`config.mk`:
```
export PLATFORM = sky130hd
export DESIGN_NAME = tbu_unpacker
export DESIGN_NICKNAME = d
export VERILOG_FILES = /design/src/hdl/tbu_pkg.sv /design/src/hdl/tbu_unpacker.sv
export VERILOG_INCLUDE_DIRS = /design/src /design/src/hdl
export SDC_FILE = /design/constraint.sdc
export NUM_CORES = 1
export LEC_CHECK = 0
export BUFFER_PORTS_ARGS = -buffer_cell sky130_fd_sc_hd__buf_4
export CAP_MARGIN = 20
export CORE_MARGIN = 2
export CORE_UTILIZATION = 58
export DETAILED_ROUTE_END_ITERATION = 7
export HOLD_SLACK_MARGIN = 0.1
export PLACE_DENSITY = 0.77
export SLEW_MARGIN = 20
export SYNTH_ARGS = -nofsm -noshare
export SYNTH_HDL_FRONTEND = slang
export SYNTH_SLANG_ARGS = --single-unit
export TNS_END_PERCENT = 10
```
`constraint.sdc`:
```
create_clock -name clk_sys -period 2.9 [get_ports clk_sys]
set_input_delay 0.435 -clock clk_sys [delete_from_list [all_inputs] [get_ports clk_sys]]
set_output_delay 0.435 -clock clk_sys [all_outputs]
set_load 0.005 [all_outputs]
```
`src/hdl/tbu_defines.svh`:
```
// Field positions and constants of the transmit buffer unpacker
`ifndef TBU_DEFINES_SVH
`define TBU_DEFINES_SVH
// ----------------------------------------
// First command word
// ----------------------------------------
`define TBU_A_SIZE_HI 10
`define TBU_A_SIZE_LO 0
`define TBU_A_LS_BIT 12
`define TBU_A_FS_BIT 13
`define TBU_A_OFF_HI 21
`define TBU_A_OFF_LO 16
`define TBU_A_ALIGN_HI 25
`define TBU_A_ALIGN_LO 24
// ----------------------------------------
// Second command word
// ----------------------------------------
`define TBU_B_LEN_HI 10
`define TBU_B_LEN_LO 0
`define TBU_B_NOPAD_BIT 12
`define TBU_B_NOCRC_BIT 13
`define TBU_B_TAG_HI 31
`define TBU_B_TAG_LO 16
// ----------------------------------------
// End alignment codes and masks, in words
// ----------------------------------------
`define TBU_ALIGN_4 2'h0
`define TBU_ALIGN_16 2'h1
`define TBU_ALIGN_32 2'h2
`define TBU_MASK_4 3'h0
`define TBU_MASK_16 3'h3
`define TBU_MASK_32 3'h7
`define TBU_LANE_LAST 2'h3
`endif

```
`src/hdl/tbu_pkg.sv`:
```
// Types shared by the transmit buffer unpacker
`default_nettype none
package tbu_pkg;
  typedef enum logic [2:0] {
    TBU_CMDA = 3'h0,
    TBU_CMDB = 3'h1,
    TBU_SKIP = 3'h3,
    TBU_DATA = 3'h2,
    TBU_PAD = 3'h6
  } tbu_state_t;

  typedef struct packed {
    logic last;
    logic [7:0] data;
  } tbu_byte_t;

  typedef struct packed {
    logic [15:0] tag;
    logic add_fcs;
    logic pad_en;
    logic [10:0] length;
  } tbu_pkt_ctl_t;
endpackage
`default_nettype wire

```
`src/hdl/tbu_unpacker.sv`:
```
// Transmit buffer command unpacker: data FIFO words in, payload bytes out
`include "tbu_defines.svh"
`default_nettype none

// Notes on behaviour
// - Tag of second command word is copied into the transmit status tag.
// - Second word bit 13 set: no frame check sequence appended, unless bit 12 is also set.
// - Second word bit 12 set: no short-frame padding, frame check sequence kept.
// - Packet length compared with bytes supplied; mismatch sets error flag.
// - Buffer is first command, second command, then data words.
// - Two low offset bits select the first valid byte lane.
// - Offset bits 5:2 give whole words discarded before data.
// - Data contiguous, may end on any byte; unused trailing bytes withheld.
// - End alignment of 4, 16 or 32 bytes; filler words removed.
// - Offset plus buffer size with alignment gives filler count; running size total kept.
// - First command bit 13 marks first segment, bit 12 last.
// - Second command word present only when first-segment bit set.
module tbu_unpacker
  import tbu_pkg::*;
(
  input wire logic clk_sys,
  input wire logic resetn,
  input wire logic [31:0] fifo_word,
  input wire logic fifo_valid,
  output logic fifo_ready,
  output var tbu_byte_t mac_transmit_path,
  output logic mac_valid,
  input wire logic mac_ready,
  output var tbu_pkt_ctl_t pkt_ctl,
  output logic [15:0] status_tag,
  output logic status_valid,
  output logic transmit_error_flag,
  input wire logic error_clear
);
  // ----------------------------------------
  // Word holding register
  // ----------------------------------------
  tbu_state_t state;
  tbu_state_t next_state;
  logic [31:0] word;
  logic word_full;
  logic next_word_full;
  logic word_done;
  logic take_word;
  logic [10:0] size;
  logic [5:0] offset;
  logic [1:0] align;
  logic last_seg;
  logic first_segment_bit;
  logic [3:0] skip_left;
  logic [2:0] pad_left;
  logic [10:0] bytes_left;
  logic [1:0] lane;
  logic [11:0] total;
  tbu_byte_t skid;
  logic skid_valid;

  assign take_word = fifo_valid && fifo_ready;
  assign next_word_full = (word_full && !word_done) || take_word;

  always_ff @(posedge clk_sys or negedge resetn) begin
    if (!resetn) begin
      word <= 32'h0000_0000;
      word_full <= 1'b0;
      fifo_ready <= 1'b0;
    end else begin
      if (take_word) begin
        word <= fifo_word;
      end
      word_full <= next_word_full;
      fifo_ready <= !next_word_full; // Registered ready costs a bubble per word
    end
  end

  // ----------------------------------------
  // Command decode
  // ----------------------------------------
  wire is_cmda = state == TBU_CMDA && word_full;
  wire is_cmdb = state == TBU_CMDB && word_full;
  wire a_fs = word[`TBU_A_FS_BIT];
  wire [5:0] a_off = word[`TBU_A_OFF_HI:`TBU_A_OFF_LO];
  wire [10:0] a_size = word[`TBU_A_SIZE_HI:`TBU_A_SIZE_LO];
  wire [1:0] a_align = word[`TBU_A_ALIGN_HI:`TBU_A_ALIGN_LO];
  wire b_nopad = word[`TBU_B_NOPAD_BIT];
  wire b_nocrc = word[`TBU_B_NOCRC_BIT];

  // Filler words: round the used words up to the alignment
  wire [11:0] used_bytes = {6'h00, offset} + {1'b0, size};
  wire [9:0] used_words = used_bytes[11:2] + {9'h000, |used_bytes[1:0]};
  wire [2:0] align_mask = (align == `TBU_ALIGN_16) ? `TBU_MASK_16 :
                          (align == `TBU_ALIGN_32) ? `TBU_MASK_32 : `TBU_MASK_4;
  wire [2:0] pad_words = (3'h0 - used_words[2:0]) & align_mask;

  // ----------------------------------------
  // Byte emission
  // ----------------------------------------
  wire in_data = state == TBU_DATA && word_full;
  wire emit = in_data && !skid_valid;
  wire last_byte = bytes_left == 11'h001;
  wire skip_step = state == TBU_SKIP && skip_left != 4'h0;
  wire pad_step = state == TBU_PAD && pad_left != 3'h0;
  wire buf_end = state == TBU_PAD && pad_left == 3'h0;
  tbu_byte_t next_byte;
  assign next_byte.data = word[{lane, 3'h0} +: 8];
  assign next_byte.last = last_byte && last_seg;
  assign word_done = is_cmda || is_cmdb || (word_full && (skip_step || pad_step))
                     || (emit && (lane == `TBU_LANE_LAST || last_byte));

  always_comb begin
    next_state = state;
    unique case (state)
      TBU_CMDA: begin
        if (is_cmda) begin
          next_state = a_fs ? TBU_CMDB : TBU_SKIP;
        end
      end
      TBU_CMDB: begin
        if (is_cmdb) begin
          next_state = TBU_SKIP;
        end
      end
      TBU_SKIP: begin
        if (skip_left == 4'h0) begin
          next_state = (size != 11'h000) ? TBU_DATA : TBU_PAD;
        end
      end
      TBU_DATA: begin
        if (emit && last_byte) begin
          next_state = TBU_PAD;
        end
      end
      TBU_PAD: begin
        if (buf_end) begin
          next_state = TBU_CMDA;
        end
      end
    endcase
  end

  always_ff @(posedge clk_sys or negedge resetn) begin
    if (!resetn) begin
      state <= TBU_CMDA;
      size <= 11'h000;
      offset <= 6'h00;
      align <= 2'h0;
      last_seg <= 1'b0;
      first_segment_bit <= 1'b0;
    end else begin
      state <= next_state;
      if (is_cmda) begin
        size <= a_size;
        offset <= a_off;
        align <= a_align;
        last_seg <= word[`TBU_A_LS_BIT];
        first_segment_bit <= a_fs;
      end
    end
  end

  always_ff @(posedge clk_sys or negedge resetn) begin
    if (!resetn) begin
      skip_left <= 4'h0;
      pad_left <= 3'h0;
      bytes_left <= 11'h000;
      lane <= 2'h0;
    end else begin
      if (is_cmda) begin
        skip_left <= a_off[5:2];
      end else if (skip_step && word_full) begin
        skip_left <= skip_left - 4'h1;
      end
      if (state == TBU_SKIP && skip_left == 4'h0) begin
        bytes_left <= size;
        lane <= offset[1:0];
        pad_left <= pad_words;
      end else if (emit) begin
        bytes_left <= bytes_left - 11'h001;
        lane <= lane + 2'h1;
      end else if (pad_step && word_full) begin
        pad_left <= pad_left - 3'h1;
      end
    end
  end

  // ----------------------------------------
  // Packet control, running total, error
  // ----------------------------------------
  wire [11:0] next_total = (is_cmda && a_fs) ? {1'b0, a_size} : total + {1'b0, a_size};
  wire len_bad = buf_end && last_seg && total != {1'b0, pkt_ctl.length};

  always_ff @(posedge clk_sys or negedge resetn) begin
    if (!resetn) begin
      pkt_ctl <= '0;
      total <= 12'h000;
      status_tag <= 16'h0000;
      status_valid <= 1'b0;
      transmit_error_flag <= 1'b0;
    end else begin
      if (is_cmda) begin
        total <= next_total;
      end
      if (is_cmdb) begin
        pkt_ctl.tag <= word[`TBU_B_TAG_HI:`TBU_B_TAG_LO];
        pkt_ctl.add_fcs <= b_nopad || !b_nocrc;
        pkt_ctl.pad_en <= !b_nopad;
        pkt_ctl.length <= word[`TBU_B_LEN_HI:`TBU_B_LEN_LO];
      end
      status_valid <= buf_end && last_seg;
      if (buf_end && last_seg) begin
        status_tag <= pkt_ctl.tag;
      end
      // Set wins over a clear in the same cycle
      if (len_bad) begin
        transmit_error_flag <= 1'b1;
      end else if (error_clear) begin
        transmit_error_flag <= 1'b0;
      end
    end
  end

  // ----------------------------------------
  // Two-entry output buffer
  // ----------------------------------------
  wire pop = mac_valid && mac_ready;

  always_ff @(posedge clk_sys or negedge resetn) begin
    if (!resetn) begin
      mac_transmit_path <= '0;
      mac_valid <= 1'b0;
      skid <= '0;
      skid_valid <= 1'b0;
    end else if (pop || !mac_valid) begin
      if (skid_valid) begin
        mac_transmit_path <= skid;
        mac_valid <= 1'b1;
        skid_valid <= emit;
        skid <= next_byte;
      end else begin
        mac_transmit_path <= next_byte;
        mac_valid <= emit;
      end
    end else if (emit) begin
      skid <= next_byte;
      skid_valid <= 1'b1;
    end
  end
endmodule // tbu_unpacker
`default_nettype wire

```
==> run_results.csv <==
group,metric,value,unit
cts,post_cts_buffers,0,
power,vdd_drop_max,0.814,mV
run_status,status,"finished, final reports clean",
critical_path,crit_fanout,3,
cts,cts.sinks,155,
yosys,synth_nets,706,
routing,wl_met3,1.16,mm
yosys,synth.distinct_cells,54,
critical_path,critPathLaunch,"offset[0]$_DFFE_PN0P_",
worst_hold_path,worstHoldStart,"error_clear",
sta,fin_crit_sh,82.0,%
routing,wl_per_cell,19.1,µm
critical_path,setup.worst_path.end_class,"register",
cells_and_area,drive_gt1_share,31.5,%
yosys,ys.flop_type,"dfrtp_1",
critical_path,crit_path_start_kind,"register",
grt,grt_overflow,0,
yosys,synth_edf_count,0,
sta,worst_slew_pin_slew,1.02,ns
routing,drt_iter0_drc,358,
cts,cts_inserted_buffers,17,
critical_path,cp_data_arrival_time,2.68,ns
routing,route.detailed.drc,0,
yosys,avgSynthCellArea,11.5,µm²
cells_and_area,utilization,70.8,%
yosys,ys_ff_latch,155,
routing,wirelength,17.7,mm
yosys,async_flop_share,100,%
place,hpwl,12.5,mm
cells_and_area,final_area,8870,µm²
cells_and_area,nNetsFinal,801,
cts,cts_resized,0,
sta,max_slew_margin,32.1,%
cts,cts_tree,"built",
cts,cts_buffer_depth,2,
worst_hold_path,hold_path_class,"primary input to register",
routing,dr.max_layer_used,"met4",
floorplan,die_h,117,µm
place,placed_cell_area,8270,µm²
yosys,syn_area,7400,µm²
cells_and_area,fill_cells,920,
grt,grt_pass1_wl,28.1,mm
sta,hold_viol,0,
place,io_buffers,94,
floorplan,num_io_pins,95,
sta,fin_tns_setup,0,ns
cts,cts_hold_buf,1,
routing,drtAntennaViolNets,0,
cts,cts_root_buffer,"clkbuf_16",
routing,wl_met2,8.67,mm
cells_and_area,layout_common_cells,"dfrtp_1, buf_4, nand2_1",
sta,setup_viol,0,
critical_path,worstSetupPathType,"register to register",
routing,vias,5337,
sta,rsz0062_at_grt,"false",
yosys,yosysSeqAreaShare,52.4,%
job,maxCapViolations,0,
cells_and_area,seq_area,3880,µm²
sta,slew_viol_final,0,
routing,drt-pass1-iter-count,5,
floorplan,coreArea,12500,µm²
critical_path,required,3.21,ns
cts,clk_pin_slew,0.06,ns
floorplan,num_rows,41,
sta,finClkSkew,0.00701,ns
yosys,syn_inst,642,
grt,antenna_found_initial,0,
routing,wl_met1,7.46,mm
critical_path,rr_startpoint,"offset[0]$_DFFE_PN0P_",
cts,worst_skew_pair.late_latency,0.43,ns
cells_and_area,diodes,0,
yosys,yosysWarnings,0,
floorplan,die_area,13700,µm²
place,gp_congestion,0.960,
routing,avgViaCountPerCell,5.79,
floorplan,start_util,59.1,%
sta,min_period,2.38,ns
power,p_leak,4.10,nW
cells_and_area,layout_commonest_cell,"dfrtp_1",
power,power_density,1230,nW/µm²
cells_and_area,multi_input_area,3330,µm²
grt,grt_pass1_vias,5502,
floorplan,fp.dieW,117,µm
sta,max_freq,421,MHz
grt,grt_max_degree,79,
grt,gr-usage-all-layers,27.5,%
cells_and_area,synthToLayoutAreaGrowth,19.9,%
cts,h-tree-depth,4,
## final cells by class
| cell class | instances | area share (%) |
|---|---|---|
| Multi-Input combinational cell | 444 | 37.6 |
| Inverter | 15 | 0.635 |
| Tap cell | 172 | 2.43 |
| Clock buffer | 20 | 5.04 |
| Clock inverter | 12 | 1.57 |
| Sequential cell | 155 | 43.7 |
| Timing Repair Buffer | 104 | 9.02 |
## kinds of logic after synthesis
group	synth area share, %
AND/OR/NAND/NOR	11.4
flip-flops	52.4
adder cells (fa/ha/maj)	4.77
multiplexers	16.6
XOR/XNOR	3.08
buffers and inverters	2.60
AO/OA/AOI/OAI	9.10
## cells in the mapped netlist, types with 3 or more instances
| library cell | number | share of area, % |
|---|---|---|
| dfrtp_1 | 155 | 52 |
| nand2_1 | 94 | 4.8 |
| mux2_2 | 84 | 13 |
| o21ai_0 | 40 | 2.7 |
| nor2_1 | 29 | 1.5 |
| ha_1 | 25 | 4.2 |
| a21oi_1 | 24 | 1.6 |
| clkbuf_1 | 20 | 1.0 |
| xor2_1 | 16 | 1.9 |
| inv_1 | 15 | 0.76 |
| nor3_1 | 12 | 0.81 |
| nand3_1 | 11 | 0.74 |
| mux2i_1 | 10 | 1.4 |
| xnor2_1 | 10 | 1.2 |
| mux4_2 | 8 | 2.4 |
| o211ai_1 | 7 | 0.71 |
| a211oi_1 | 6 | 0.61 |
| nor4_1 | 6 | 0.51 |
| o21a_1 | 5 | 0.51 |
| o311ai_0 | 5 | 0.59 |
| a221o_1 | 4 | 0.54 |
| nor2b_1 | 4 | 0.34 |
| a21o_1 | 3 | 0.30 |
| nand2b_1 | 3 | 0.25 |
| nand3b_1 | 3 | 0.30 |
| nor3b_1 | 3 | 0.30 |
| o21bai_1 | 3 | 0.30 |
| or3_1 | 3 | 0.25 |
## worst paths after layout
| check | to | cells after the start | slack, ns |
|---|---|---|---|
| setup / recovery | pad_left[2]$_DFFE_PN0P_ | 10 | 0.52 |
| hold / removal | transmit_error_flag$_DFFE_PN0P_ | 2 | 0.20 |
| setup reg to reg | pad_left[2]$_DFFE_PN0P_ | 10 | 0.52 |
| hold reg to reg | mac_transmit_path[1]$_DFFE_PN0N_ | 2 | 0.49 |
| max in group asynchronous | bytes_left[7]$_DFFE_PN0P_ | 3 | 1.51 |
| min in group asynchronous | bytes_left[9]$_DFFE_PN0P_ | 2 | 0.62 |
## through the flow
stage | hold slack, ns | cells | power, W | setup WS (ns)
2_1_floorplan | 0.139 | 642 | 0.00699 | 0.731
3_3_place_gp | 0.464 | 889 | 0.00839 | 0.663
3_5_place_dp | 0.482 | 889 | 0.00870 | 0.575
4_1_cts | 0.187 | 922 | 0.0110 | 0.534
5_1_grt | 0.214 | 922 | 0.0117 | 0.244
6_report | 0.199 | 922 | 0.0109 | 0.523
## sequential cells by signal (all words and copies together), names as in the netlist, 5 cells and up
register / cells
offset: 5
status_tag: 16
skid: 9
bytes_left: 11
pkt_ctl: 29
total: 12
word: 32
mac_transmit_path: 9
size: 11
## power breakdown
group / internal (W) / leakage [nW] / switching [W]
clock: 0.00130 / 0.279 / 0.000909
sequential: 0.00318 / 1.92 / 0.00120
combinational: 0.00232 / 1.91 / 0.00203
## worst max-delay path, cell delays in order (launching register included)
cell and delay, ns:
dfrtp_1 0.40, ha_1 0.24, fa_1 0.41, xnor2_1 0.22
ha_1 0.20, ha_1 0.16, xor2_1 0.17, xnor2_1 0.16
xnor2_1 0.09, a21oi_1 0.15, nor2_1 0.07
## layer usage
metal  global-route usage (%)  vias up
li1                         -     2469
met1                     36.2     2657
met2                     43.6      179
met3                     7.31       32
met4                     11.2        0
met5                        0        -
Power figures use the tool's default switching activity.
